--- config.mk ---
export PLATFORM = sky130hd
export DESIGN_NAME = sgc_global_ctrl
export DESIGN_NICKNAME = d
export VERILOG_FILES = /design/src/design/sgc_pkg.sv /design/src/design/sgc_global_ctrl.sv
export SDC_FILE = /design/constraint.sdc
export NUM_CORES = 1
export LEC_CHECK = 0
export BUFFER_PORTS_ARGS = -buffer_cell sky130_fd_sc_hd__buf_4
export CORE_MARGIN = 3
export CORE_UTILIZATION = 55
export CTS_CLUSTER_DIAMETER = 30
export CTS_CLUSTER_SIZE = 12
export DETAILED_ROUTE_END_ITERATION = 8
export PLACE_DENSITY = 0.76
export REMOVE_ABC_BUFFERS = 1
export SLEW_MARGIN = 20
export SYNTH_ARGS = -nofsm -noshare
export SYNTH_HDL_FRONTEND = slang
export SYNTH_SLANG_ARGS = --single-unit
--- constraint.sdc ---
create_clock -name clk -period 5.3 [get_ports clk]
set_input_delay 1.06 -clock clk [delete_from_list [all_inputs] [get_ports clk]]
set_output_delay 1.06 -clock clk [all_outputs]
set_load 0.005 [all_outputs]
--- src/design/sgc_pkg.sv ---
// Function
// (RL1) VLAN enable bit seven turns 802.1Q VLAN mode on; zero disables it.
// (RL2) Software fills the VLAN table before setting the VLAN enable bit.
// (RL3) Snoop enable bit six forwards every received IGMP packet to host port.
// (RL4) With weighted queueing off, highest non-empty queue always transmits first.
// (RL5) Weighted queueing shares bandwidth q3:q2:q1:q0 as 8:4:2:1 when all busy.
// (RL6) Each empty queue gives one extra weight to highest non-empty queue.
// (RL7) Read-only bit two shows current queue depleted its allotment; zero while rotating.
// (RL8) Sniff select one mirrors only when source and destination ports both match.
// (RL9) Sniff select zero mirrors when either source or destination port matches.
// (RL10) Bit six selects host half duplex; reset value from half-duplex strap.
// (RL11) Bit five enables host flow control; reset value from flow-control strap.
// (RL12) Bit four selects host 10 Mbps; reset value from speed strap.
// (RL13) Null VID replacement bit substitutes the 12-bit port VID for null VID.
// (RL14) Storm rate is 11 bits: high three in second register, low byte in third.
// (RL15) Storm period is 67 ms at 100 Mbps and 500 ms at 10 Mbps.
// (RL16) Storm rate resets to 0x63 with the upper three bits zero.
// (RL17) Software keeps reserved bits at their default values.
// (RL18) Multicast storm disable selects broadcast only, or broadcast plus multicast.
// (RL19) Port counts regulated blocks per period; over limit, regulated frames drop.
// (RL20) Straps are sampled during reset; later software writes override them.
package sgc_pkg;
	// ------------------------------------------------------------
	// register map
	// ------------------------------------------------------------
	localparam logic [7:0] REG_CTL_OFF = 8'h05;
	localparam logic [7:0] REG_HOST_OFF = 8'h06;
	localparam logic [7:0] REG_STORM_LO_OFF = 8'h07;
	localparam logic [7:0] CTL_RST = 8'h00;
	localparam logic [7:0] HOST_RST = 8'h00;
	localparam logic [7:0] STORM_LO_RST = 8'h63;
	localparam logic [7:0] UNMAPPED_RD = 8'h00;
	localparam int VLAN_EN_BIT = 7;
	localparam int IGMP_EN_BIT = 6;
	localparam int WFQ_EN_BIT = 3;
	localparam int DEPL_BIT = 2;
	localparam int SNIFF_AND_BIT = 0;
	localparam int HALF_BIT = 6;
	localparam int FC_BIT = 5;
	localparam int TEN_BIT = 4;
	localparam int NULL_VID_BIT = 3;
	localparam int STORM_HI_MSB = 2;
	// ------------------------------------------------------------
	// datapath widths and constants
	// ------------------------------------------------------------
	localparam int NQ = 4;
	localparam int NUM_PORTS = 3;
	localparam int STORM_W = 11;
	localparam int VID_W = 12;
	localparam int CRED_W = 4;
	localparam logic [VID_W-1:0] NULL_VID = 12'h000;
	localparam logic [CRED_W-1:0] WFQ_W3 = 4'h8;
	localparam logic [CRED_W-1:0] WFQ_W2 = 4'h4;
	localparam logic [CRED_W-1:0] WFQ_W1 = 4'h2;
	localparam logic [CRED_W-1:0] WFQ_W0 = 4'h1;
	localparam logic [CRED_W-1:0] CRED_ONE = 4'h1;
	// ------------------------------------------------------------
	// timing
	// ------------------------------------------------------------
	localparam longint unsigned CLK_HZ = 40000000;
	localparam longint unsigned MS_PER_S = 1000;
	localparam longint unsigned STORM_PER_100_MS = 67;
	localparam longint unsigned STORM_PER_10_MS = 500;
	localparam longint unsigned STORM_CYC_100 = STORM_PER_100_MS * CLK_HZ / MS_PER_S;
	localparam longint unsigned STORM_CYC_10 = STORM_PER_10_MS * CLK_HZ / MS_PER_S;
	localparam int TMR_W = 25;
	// configuration seen by the forwarding datapath
	typedef struct packed {
		logic vlan_en;
		logic igmp_snoop_en;
		logic wfq_en;
		logic sniff_and;
		logic host_half_duplex;
		logic host_flow_ctrl;
		logic host_10m;
		logic null_vid_replace;
		logic [STORM_W-1:0] storm_rate;
	} sgc_cfg_t;
endpackage

--- src/design/sgc_global_ctrl.sv ---
`timescale 1ns/1ps
module sgc_global_ctrl
	import sgc_pkg::*;
#(
	parameter int unsigned PERIOD_100_CYC = 32'(STORM_CYC_100),
	parameter int unsigned PERIOD_10_CYC = 32'(STORM_CYC_10),
	parameter int PORTS = NUM_PORTS
)
(
	input wire logic clk,
	input wire logic rst_n,
	input wire logic half_duplex_strap_pin,
	input wire logic flow_control_strap_pin,
	input wire logic host_speed_strap_pin,
	input wire logic [7:0] reg_addr,
	input wire logic reg_wr,
	input wire logic reg_rd,
	input wire logic [7:0] reg_wdata,
	output logic [7:0] reg_rdata,
	output sgc_cfg_t cfg,
	input wire logic igmp_rx,
	output logic igmp_to_host,
	input wire logic sniff_req,
	input wire logic src_match,
	input wire logic dst_match,
	output logic mirror,
	input wire logic vid_valid,
	input wire logic [VID_W-1:0] vid_in,
	input wire logic [VID_W-1:0] port_vid,
	output logic [VID_W-1:0] vid_out,
	output logic vid_out_valid,
	input wire logic [NQ-1:0] q_nonempty,
	input wire logic tx_done,
	output logic [1:0] tx_sel,
	output logic tx_sel_valid,
	input wire logic mcast_storm_off,
	input wire logic [PORTS-1:0] port_10m,
	input wire logic [PORTS-1:0] frm_start,
	input wire logic [PORTS-1:0] frm_end,
	input wire logic [PORTS-1:0] frm_bcast,
	input wire logic [PORTS-1:0] frm_mcast,
	input wire logic [PORTS-1:0] blk_tick,
	output logic [PORTS-1:0] storm_drop
);
	// ------------------------------------------------------------
	// functions
	// ------------------------------------------------------------
	// per-round allotment; empty queues pass one unit each to the top busy queue
	function automatic logic [NQ-1:0][CRED_W-1:0] wfq_weights(input logic [NQ-1:0] ne);
		logic [NQ-1:0][CRED_W-1:0] w;
		logic [CRED_W-1:0] extra;
		logic placed;
		w = '0;
		extra = '0;
		placed = 1'b0;
		w[3] = ne[3] ? WFQ_W3 : '0; // RL5
		w[2] = ne[2] ? WFQ_W2 : '0;
		w[1] = ne[1] ? WFQ_W1 : '0;
		w[0] = ne[0] ? WFQ_W0 : '0;
		for (int i = 0; i < NQ; i++)
		begin
			if (!ne[i])
				extra = extra + CRED_ONE;
		end
		for (int i = NQ - 1; i >= 0; i--)
		begin
			if (ne[i] && !placed)
			begin
				w[i] = w[i] + extra; // RL6
				placed = 1'b1;
			end
		end
		return w;
	endfunction

	// ------------------------------------------------------------
	// register file
	// ------------------------------------------------------------
	logic [7:0] ctl_ff, nxt_ctl;
	logic [7:0] host_ff, nxt_host;
	logic [7:0] storm_lo_ff, nxt_storm_lo;
	logic [7:0] rdata_ff, nxt_rdata;
	logic depl_ff;
	logic wr_ctl, wr_host, wr_lo;

	assign wr_ctl = reg_wr && (reg_addr == REG_CTL_OFF);
	assign wr_host = reg_wr && (reg_addr == REG_HOST_OFF);
	assign wr_lo = reg_wr && (reg_addr == REG_STORM_LO_OFF);

	// writes store the whole byte; the depleted bit is status and never stored
	always_comb
	begin
		nxt_ctl = ctl_ff;
		nxt_host = host_ff;
		nxt_storm_lo = storm_lo_ff;
		nxt_rdata = rdata_ff;
		if (wr_ctl)
		begin
			nxt_ctl = reg_wdata;
			nxt_ctl[DEPL_BIT] = 1'b0;
		end
		if (wr_host)
			nxt_host = reg_wdata; // RL20
		if (wr_lo)
			nxt_storm_lo = reg_wdata;
		if (reg_rd)
		begin
			unique case (reg_addr)
				REG_CTL_OFF:
				begin
					nxt_rdata = ctl_ff;
					nxt_rdata[DEPL_BIT] = depl_ff; // RL7
				end
				REG_HOST_OFF: nxt_rdata = host_ff;
				REG_STORM_LO_OFF: nxt_rdata = storm_lo_ff;
				default: nxt_rdata = UNMAPPED_RD;
			endcase
		end
	end

	// synchronous reset, so the straps can be caught while rst_n is held low
	always_ff @(posedge clk)
	begin
		if (!rst_n)
		begin
			ctl_ff <= CTL_RST;
			host_ff <= HOST_RST;
			host_ff[HALF_BIT] <= half_duplex_strap_pin; // RL10 RL20
			host_ff[FC_BIT] <= flow_control_strap_pin; // RL11
			host_ff[TEN_BIT] <= host_speed_strap_pin; // RL12
			storm_lo_ff <= STORM_LO_RST; // RL16
			rdata_ff <= UNMAPPED_RD;
		end
		else
		begin
			ctl_ff <= nxt_ctl;
			host_ff <= nxt_host;
			storm_lo_ff <= nxt_storm_lo;
			rdata_ff <= nxt_rdata;
		end
	end

	assign reg_rdata = rdata_ff;

	// configuration fields straight from the register flops
	always_comb
	begin
		cfg.vlan_en = ctl_ff[VLAN_EN_BIT]; // RL1
		cfg.igmp_snoop_en = ctl_ff[IGMP_EN_BIT];
		cfg.wfq_en = ctl_ff[WFQ_EN_BIT];
		cfg.sniff_and = ctl_ff[SNIFF_AND_BIT];
		cfg.host_half_duplex = host_ff[HALF_BIT];
		cfg.host_flow_ctrl = host_ff[FC_BIT];
		cfg.host_10m = host_ff[TEN_BIT];
		cfg.null_vid_replace = host_ff[NULL_VID_BIT];
		cfg.storm_rate = {host_ff[STORM_HI_MSB:0], storm_lo_ff}; // RL14
	end

	// ------------------------------------------------------------
	// per-packet decisions
	// ------------------------------------------------------------
	logic igmp_ff, nxt_igmp;
	logic mirror_ff, nxt_mirror;
	logic [VID_W-1:0] vid_ff, nxt_vid;
	logic vid_v_ff, nxt_vid_v;

	// each decision lands one cycle after its request
	always_comb
	begin
		nxt_igmp = igmp_rx && cfg.igmp_snoop_en; // RL3
		nxt_mirror = 1'b0;
		if (sniff_req)
		begin
			if (cfg.sniff_and)
				nxt_mirror = src_match && dst_match; // RL8
			else
				nxt_mirror = src_match || dst_match; // RL9
		end
		nxt_vid_v = vid_valid;
		nxt_vid = vid_ff;
		if (vid_valid)
		begin
			if (cfg.null_vid_replace && (vid_in == NULL_VID))
				nxt_vid = port_vid; // RL13
			else
				nxt_vid = vid_in;
		end
	end

	always_ff @(posedge clk)
	begin
		if (!rst_n)
		begin
			igmp_ff <= 1'b0;
			mirror_ff <= 1'b0;
			vid_ff <= NULL_VID;
			vid_v_ff <= 1'b0;
		end
		else
		begin
			igmp_ff <= nxt_igmp;
			mirror_ff <= nxt_mirror;
			vid_ff <= nxt_vid;
			vid_v_ff <= nxt_vid_v;
		end
	end

	assign igmp_to_host = igmp_ff;
	assign mirror = mirror_ff;
	assign vid_out = vid_ff;
	assign vid_out_valid = vid_v_ff;

	// ------------------------------------------------------------
	// egress scheduler
	// ------------------------------------------------------------
	logic [NQ-1:0][CRED_W-1:0] cred_ff, nxt_cred;
	logic [1:0] sel_ff, nxt_sel;
	logic sel_v_ff, nxt_sel_v;
	logic nxt_depl;
	logic [NQ-1:0] elig;
	logic found;
	logic [1:0] pick;
	logic lower_left;

	// pick the top eligible queue; when every busy queue is out of credit a new
	// round is loaded and the grant drops for that one cycle
	always_comb
	begin
		nxt_cred = cred_ff;
		nxt_depl = depl_ff;
		found = 1'b0;
		pick = '0;
		lower_left = 1'b0;
		for (int i = 0; i < NQ; i++)
			elig[i] = q_nonempty[i] && (!cfg.wfq_en || (cred_ff[i] != '0));
		for (int i = NQ - 1; i >= 0; i--)
		begin
			if (elig[i] && !found)
			begin
				found = 1'b1; // RL4
				pick = 2'(i);
			end
		end
		if (!cfg.wfq_en)
		begin
			nxt_depl = 1'b0;
			nxt_cred = '0;
		end
		else if (tx_done && sel_v_ff && (cred_ff[sel_ff] != '0))
		begin
			nxt_cred[sel_ff] = cred_ff[sel_ff] - CRED_ONE;
			for (int i = 0; i < NQ; i++)
			begin
				if ((2'(i) < sel_ff) && elig[i])
					lower_left = 1'b1;
			end
			if ((cred_ff[sel_ff] == CRED_ONE) && lower_left)
				nxt_depl = 1'b1; // RL7
		end
		else if (!found && (q_nonempty != '0))
		begin
			nxt_cred = wfq_weights(q_nonempty); // RL5 RL6
			nxt_depl = 1'b0; // RL7
		end
		nxt_sel = found ? pick : sel_ff;
		nxt_sel_v = found;
	end

	always_ff @(posedge clk)
	begin
		if (!rst_n)
		begin
			cred_ff <= '0;
			sel_ff <= '0;
			sel_v_ff <= 1'b0;
			depl_ff <= 1'b0;
		end
		else
		begin
			cred_ff <= nxt_cred;
			sel_ff <= nxt_sel;
			sel_v_ff <= nxt_sel_v;
			depl_ff <= nxt_depl;
		end
	end

	assign tx_sel = sel_ff;
	assign tx_sel_valid = sel_v_ff;

	// ------------------------------------------------------------
	// broadcast storm protection
	// ------------------------------------------------------------
	logic [PORTS-1:0][TMR_W-1:0] tmr_ff, nxt_tmr;
	logic [PORTS-1:0][STORM_W-1:0] cnt_ff, nxt_cnt;
	logic [PORTS-1:0] infrm_ff, nxt_infrm;
	logic [PORTS-1:0] drop_ff, nxt_drop;
	logic [PORTS-1:0] per_end;
	logic [PORTS-1:0] regulated;
	logic [TMR_W-1:0] per_last [PORTS];

	// the counter clears at the period edge but a block in that same cycle
	// still counts, so no data slips past the limit
	always_comb
	begin
		nxt_tmr = tmr_ff;
		nxt_cnt = cnt_ff;
		nxt_infrm = infrm_ff;
		nxt_drop = '0;
		for (int p = 0; p < PORTS; p++)
		begin
			per_last[p] = port_10m[p] ? TMR_W'(PERIOD_10_CYC - 1) :
				TMR_W'(PERIOD_100_CYC - 1); // RL15
			per_end[p] = (tmr_ff[p] >= per_last[p]);
			nxt_tmr[p] = per_end[p] ? '0 : tmr_ff[p] + 1'b1;
			regulated[p] = frm_bcast[p] || (frm_mcast[p] && !mcast_storm_off); // RL18
			if (per_end[p])
				nxt_cnt[p] = '0; // RL19
			if (blk_tick[p] && infrm_ff[p] && (nxt_cnt[p] != '1))
				nxt_cnt[p] = nxt_cnt[p] + 1'b1; // RL19
			if (frm_end[p])
				nxt_infrm[p] = 1'b0;
			if (frm_start[p] && regulated[p])
			begin
				if (cnt_ff[p] >= cfg.storm_rate)
				begin
					nxt_drop[p] = 1'b1; // RL19
					nxt_infrm[p] = 1'b0;
				end
				else
					nxt_infrm[p] = 1'b1;
			end
		end
	end

	always_ff @(posedge clk)
	begin
		if (!rst_n)
		begin
			tmr_ff <= '0;
			cnt_ff <= '0;
			infrm_ff <= '0;
			drop_ff <= '0;
		end
		else
		begin
			tmr_ff <= nxt_tmr;
			cnt_ff <= nxt_cnt;
			infrm_ff <= nxt_infrm;
			drop_ff <= nxt_drop;
		end
	end

	assign storm_drop = drop_ff;
endmodule

==> flow_summary_export.csv, run 1 <==
group,metric,value,unit
status,status,"finished clean",
setup_path,arrival,4930,ps
floorplanning,core,0.01742,sq mm
floorplanning,die_area,0.01954,sq mm
clock_tree,ctsHoldBuffers,0,
final_layout,drive_gt1_share,14.58,%
timing,relSlewSlack,28.06,%
power_and_ir_drop,power.total,2.846,mW
routing,wl_per_cell,16.04,um
setup_path,critPathKind,"input pin to register",
grt,antenna_found_initial,0,
timing,fin_crit_sh,87.14,%
timing,setup_tns,0,ps
min_path,hp-class,"register to register",
setup_path,reg2reg_from,"tmr_ff[69]",
place,dp_hpwl,17550,um
timing,fmax,216.5,MHz
clock_tree,htree_levels,4,
synth,synth-seq-cells,180,
synth,synth_cell_types,74,
floorplanning,core.rowCount,48,
run,cap_violations,0,
setup_path,end_kind,"register",
final_layout,multi_input_area,0.005831,sq mm
synth,synth_edf_count,3,
timing,drv_slew,0,
grt,grt_pass1_wl,39740,um
timing,hold_viol,0,
synth,synth_cells,1142,
timing,setup_viol,0,
routing,avgViaCountPerCell,5.787,
clock_tree,cts_tree,"yes",
min_path,hp-start,"tmr_ff[0]",
synth,ys_seq_area_share,36.90,%
clock_tree,ctsResizeCount,0,
setup_path,cp_max_fo,9,
synth,avgSynthCellArea,8.621,sq um
setup_path,worstRegToRegCells,13,
synth,yosysMostFrequentCell,"dfxtp_1",
floorplanning,start_util,56.53,%
setup_path,worst_ep_required_time,5620,ps
setup_path,rr_endpoint,"cnt_ff[23]",
timing,worstMarginPinSlew,1075,ps
timing,fin_worst_skew,12.12,ps
timing,min_period,4618,ps
setup_path,crit_top_cell,"ha_1",
routing,first_pass_iters,5,
routing,drc_errors,0,
setup_path,rrSetupSlack,1120,ps
floorplanning,die_h,139.8,um
routing,ant_nets,0,
setup_path,slowest_stage,"nor4_1",
setup_path,critPathCapture,"cnt_ff[23]",
timing,rsz0062_at_grt,"no",
clock_tree,clock_path_buffers,2,
setup_path,startpoint_type,"input pin",
synth,yosys.area.top_type_share,35.99,%
power_and_ir_drop,p_leak,4.690,nW
place,port_buffers,123,
setup_path,slowest_delay,750,ps
floorplanning,die_w,139.8,um
routing,vias,8565,
clock_tree,cts_root_buf,"clkbuf_16",
setup_path,path_cells,"buf_4 -> ha_1 -> or3_1 -> a2111oi_0 -> o21ai_0 -> o21a_1 -> nor2b_1 -> ha_1 -> nand3_1 -> nor4_1 -> o211ai_1 -> o21ai_1 -> o22ai_1 -> and2_1",
synth,synth_top_cell_by_area,"dfxtp_1",
final_layout,diodes,0,
final_layout,syn_to_final_growth,16.15,%
clock_tree,postCtsSetupBuffers,0,
routing,routed_wl,23740,um
grt,grt_overflow_total,0,
grt,grt_pass1_vias,8166,
synth,yosys_warnings,0,
power_and_ir_drop,powerDensity,248.8,mW/mm^2
clock_tree,cts.sinks,180,
routing,drtIter0Drc,617,
clock_tree,cts_made_buffers,17,
setup_path,startpoint,"port_10m[2]",
grt,grt_max_degree,33,
place,gp_congestion,0.9510,
final_layout,fin_nets,1393,
synth,ys.flop_type,"dfxtp_1",
synth,synthTopCellsByCount,"dfxtp_1 (177), nor2_1 (163), nand2_1 (77)",
final_layout,fillerInstances,1515,
clock_tree,path_clk_slew,70,ps
power_and_ir_drop,peakVddDrop,0.0002124,V
synth,netlist_area,0.009846,sq mm
synth,async_flop_share,0,%
floorplanning,io_pins,124,
synth,synthTopCellsByArea,"dfxtp_1 (36%), ha_1 (9.5%), nor2_1 (6.2%), xor2_1 (5.2%), a21oi_1 (3.2%)",
final_layout,seqCellArea,0.003633,sq mm
grt,gr-usage-all-layers,24.35,%
clock_tree,clock_latency,430,ps
==> cell families after synthesis <==
| group | Yosys count | synth area share (%) |
|---|---|---|
| XOR/XNOR | 87 | 7.739 |
| AND/OR/NAND/NOR | 467 | 23.62 |
| buffers and inverters | 86 | 3.901 |
| AO/OA/AOI/OAI | 212 | 14.33 |
| adder cells (fa/ha/maj) | 75 | 9.531 |
| flip-flops | 180 | 36.90 |
| multiplexers | 35 | 3.965 |
==> worst max-delay path: cells and delay by family <==
family          cells  cell delay (ps)
buf+inv             1              130
fa+ha+maj           2              380
simple gates        5             1500
compound gates      6             1840
==> area by class of cell <==
| cell class | instances | share of cell area [%] |
|---|---|---|
| tap | 225 | 2.462 |
| sequential | 180 | 31.77 |
| multi-input combinational | 876 | 50.98 |
| clock inverter | 13 | 1.039 |
| timing repair buffer | 128 | 8.403 |
| inverter | 39 | 1.280 |
| clock buffer | 19 | 4.059 |
==> sequential cells by signal, summed over array words and instances, names as in the netlist, 2 cells and up <==
signal	count
ctl_ff	7
storm_drop	3
cred_ff	16
vid_out	12
host_ff	8
tmr_ff	75
reg_rdata	8
cnt_ff	33
tx_sel	2
storm_lo_ff	8
infrm_ff	3
==> worst min-delay path by stage <==
| stage | slack, ps | end | cells after the start |
|---|---|---|---|
| 2_1_floorplan | 410 | tmr_ff[0] | 1 |
| 3_3_place_gp | 430 | tmr_ff[0] | 1 |
| 3_5_place_dp | 430 | tmr_ff[0] | 1 |
| 4_1_cts | 440 | tmr_ff[0] | 1 |
| 5_1_grt | 460 | tmr_ff[0] | 1 |
| 6_report | 440 | tmr_ff[0] | 1 |
==> placed cells by master (no fill, tap or decap), types with 10 or more instances in the layout <==
cell,Yosys,final
dfxtp_1,177,177
nor2_1,163,163
buf_4,13,128
nand2_1,77,76
ha_1,75,75
a21oi_1,62,62
nand3_1,58,58
xor2_1,58,58
inv_1,38,38
o21ai_0,36,36
nand4_1,31,31
xnor2_1,29,29
nor3_1,25,25
mux2i_1,21,21
o21a_1,21,21
and3_1,19,19
clkbuf_16,0,18
and2_1,17,17
or3_1,14,14
and4_1,13,13
a21o_1,10,10
o211ai_1,10,10
mux2_2,10,10
==> power breakdown <==
part / switching [mW] / total (mW) / internal [mW]
clock: 0.546 / 1.24 / 0.693
combinational: 0.112 / 0.213 / 0.100
sequential: 0.0186 / 1.39 / 1.38
==> layer usage <==
layer	part of all wire [%]	GRT usage, %	vias to the layer above
met5	0	0	-
met4	1.8	8.159	0
met3	5.5	3.952	28
met2	47	39.53	230
met1	46	33.16	4017
li1	-	-	4290
==> per-stage QoR <==
stage	std cells	utilization, %	setup slack, ps	cell area (sq um)	hold WS [ps]
after floorplan	1095	-	1067	9608	412.9
after global placement	1448	62.30	465.1	10850	426.2
after detailed placement	1448	62.30	294.5	10850	431.0
after CTS	1480	65.65	728.7	11430	440.8
after global routing	1480	65.66	132.9	11440	464.6
final	1480	65.66	681.5	11440	437.8
(Power assumes the default switching activity.)
==> run 2, diff against run 1 <==
--- a/config.mk
+++ b/config.mk
@@ -11,7 +11,8 @@
 export CTS_CLUSTER_DIAMETER = 30
 export CTS_CLUSTER_SIZE = 12
 export DETAILED_ROUTE_END_ITERATION = 8
-export PLACE_DENSITY = 0.76
+export PLACE_DENSITY = 0.78
+export RECOVER_POWER = 50
 export REMOVE_ABC_BUFFERS = 1
 export SLEW_MARGIN = 20
 export SYNTH_ARGS = -nofsm -noshare
==> run 2 against run 1 <==
Effect of this change:
- total power rose by 0.58%
- worst hold slack better by 17 ps
- design area decreased by 0.57%
- first-iteration DRC count decreased by 0.16%
- maximum frequency rose by 5.5%
- count of clock-buffer cells in the layout increased by 5
- die area unchanged
- largest power group unchanged
- highest routed layer unchanged
- the flow now finishes with violations (capacitance limit, slew limit)
- critical path depth fell by 10
- clock power is essentially flat
- sequential share of layout area up 0.18 points
==> flow_summary_export.csv, run 2 (synthesized netlist as in run 1, its figures left out) <==
group,metric,value,unit
status,status,"finished, violations left",
status,violations,"capacitance limit, slew limit",
place,placed_cell_area,0.01085,sq mm
setup_path,arrival,4690,ps
setup_path,slowest_delay,1520,ps
setup_path,startpoint_type,"input pin",
final_layout,diodes,0,
timing,fin_worst_skew,10.37,ps
timing,setup_viol,0,
routing,drtIter0Drc,616,
routing,first_pass_iters,7,
final_layout,fillerInstances,1516,
clock_tree,cts.sinks,180,
grt,gr-usage-met3,4.330,%
clock_tree,postCtsSetupBuffers,0,
grt,grtUsageMet1,31.71,%
power_and_ir_drop,p_int,2.216,mW
power_and_ir_drop,p_leak,4.587,nW
timing,setup_tns,0,ps
floorplanning,io_pins,124,
grt,grt_pass1_vias,8116,
final_layout,mostFrequentLayoutCell,"dfxtp_1",
grt,busiest_layer,"met2",
timing,fmax,228.5,MHz
routing,vias,8605,
power_and_ir_drop,swShare,22.56,%
power_and_ir_drop,p_sw,0.6458,mW
power_and_ir_drop,p_seq_share,48.8,%
final_layout,multi_input_area,0.005831,sq mm
setup_path,critPathKind,"input pin to register",
timing,rsz0062_at_grt,"no",
timing,fin_crit_sh,82.57,%
final_layout,finalInstanceArea,0.01137,sq mm
grt,grt_max_degree,48,
floorplanning,core.rowCount,48,
grt,gr-usage-met2,40.67,%
routing,routed_wl,23740,um
place,dp_hpwl,17640,um
clock_tree,path_clk_slew,60,ps
power_and_ir_drop,peakVddDrop,0.0002437,V
timing,hold_slack,454.7,ps
grt,antenna_found_initial,1,
final_layout,syn_to_final_growth,15.49,%
clock_tree,ctsResizeCount,0,
timing,drv_slew,48,
clock_tree,cts_tree,"yes",
power_and_ir_drop,pwr-share-comb,7.3,%
run,cap_violations,1,
min_path,hp-class,"register to register",
power_and_ir_drop,p_clk_share,43.9,%
routing,ant_nets,0,
place,gp_congestion,0.9503,
clock_tree,clock_latency,430,ps
final_layout,final_cell_mix,"dfxtp_1 (177), nor2_1 (163), buf_4 (77)",
final_layout,largest_register_ffs,75,
final_layout,seqCellArea,0.003633,sq mm
timing,relSlewSlack,-46.40,%
floorplanning,die_h,139.8,um
floorplanning,core,0.01742,sq mm
final_layout,top_register,"tmr_ff",
final_layout,largestRegisters,"tmr_ff x75, cnt_ff x33, cred_ff x16",
clock_tree,cts_root_buf,"clkbuf_16",
setup_path,end_kind,"register",
timing,hold_viol,0,
floorplanning,start_util,56.53,%
clock_tree,clock_path_buffers,2,
routing,drc_errors,0,
timing,min_period,4376,ps
final_layout,fin_nets,1393,
setup_path,worst_ep_required_time,5610,ps
clock_tree,htree_levels,4,
floorplanning,die_w,139.8,um
routing,avgViaCountPerCell,5.814,
setup_path,crit_top_cell,"clkbuf_1",
timing,worstMarginPinSlew,2196,ps
routing,wl_per_cell,16.04,um
setup_path,slowest_stage,"clkbuf_1",
clock_tree,ctsHoldBuffers,0,
setup_path,path_cells,"clkbuf_1 -> clkinv_1 -> clkbuf_1 -> o41ai_1",
place,port_buffers,123,
clock_tree,cts_made_buffers,17,
setup_path,cp_max_fo,47,
power_and_ir_drop,powerDensity,251.7,mW/mm^2
floorplanning,die_area,0.01954,sq mm
grt,grt_overflow_total,0,
grt,grt_pass1_wl,39240,um
final_layout,drive_gt1_share,12.75,%
grt,gr-usage-all-layers,24.00,%
## run 2: worst max-delay path: cells and delay by family
kind | cells | cell delay [ps]
AOI/OAI and AO/OA | 1 | 550
buffers and inverters | 3 | 3020
## run 2: power groups by stage
stage          clock network [mW]  registers (mW)  logic (mW)
5_1_grt                      1.34            1.40       0.234
3_5_place_dp                    0            1.43       0.210
4_1_cts                      1.28            1.40       0.212
3_3_place_gp                    0            1.42       0.206
2_1_floorplan                   0            1.42      0.0989
6_report                     1.26            1.40       0.210
## run 2: path summary, 6_finish.rpt
path | slack [ps] | startpoint | cells past startpoint | endpoint
worst max register to register | 1520 | tmr_ff[69] | 14 | cnt_ff[23]
worst max-delay path | 920 | rst_n | 4 | cnt_ff[22]
worst min-delay path | 450 | tmr_ff[0] | 1 | tmr_ff[0]
worst min register to register | 450 | tmr_ff[0] | 1 | tmr_ff[0]
## run 2: layer usage
layer	share of wire [%]	up-vias
met1	45	4091
met4	1.3	0
met3	4.6	25
met5	0	-
li1	-	4298
met2	49	191
## run 2: stage by stage
stage	std cells	total power, mW	utilization (%)	setup WS, ps
6_report	1480	2.862	65.29	924.0
5_1_grt	1480	2.967	65.29	631.8
2_1_floorplan	1095	1.521	-	1067
3_3_place_gp	1448	1.631	62.30	810.7
4_1_cts	1480	2.887	65.62	1125
3_5_place_dp	1448	1.636	62.30	705.4
## run 2: area by class of cell
type	count	share of cell area, %
Clock inverter	8	1.111
Tap cell	225	2.476
Clock buffer	24	3.972
Timing Repair Buffer	128	7.923
Sequential cell	180	31.95
Inverter	39	1.287
Multi-Input combinational cell	876	51.28
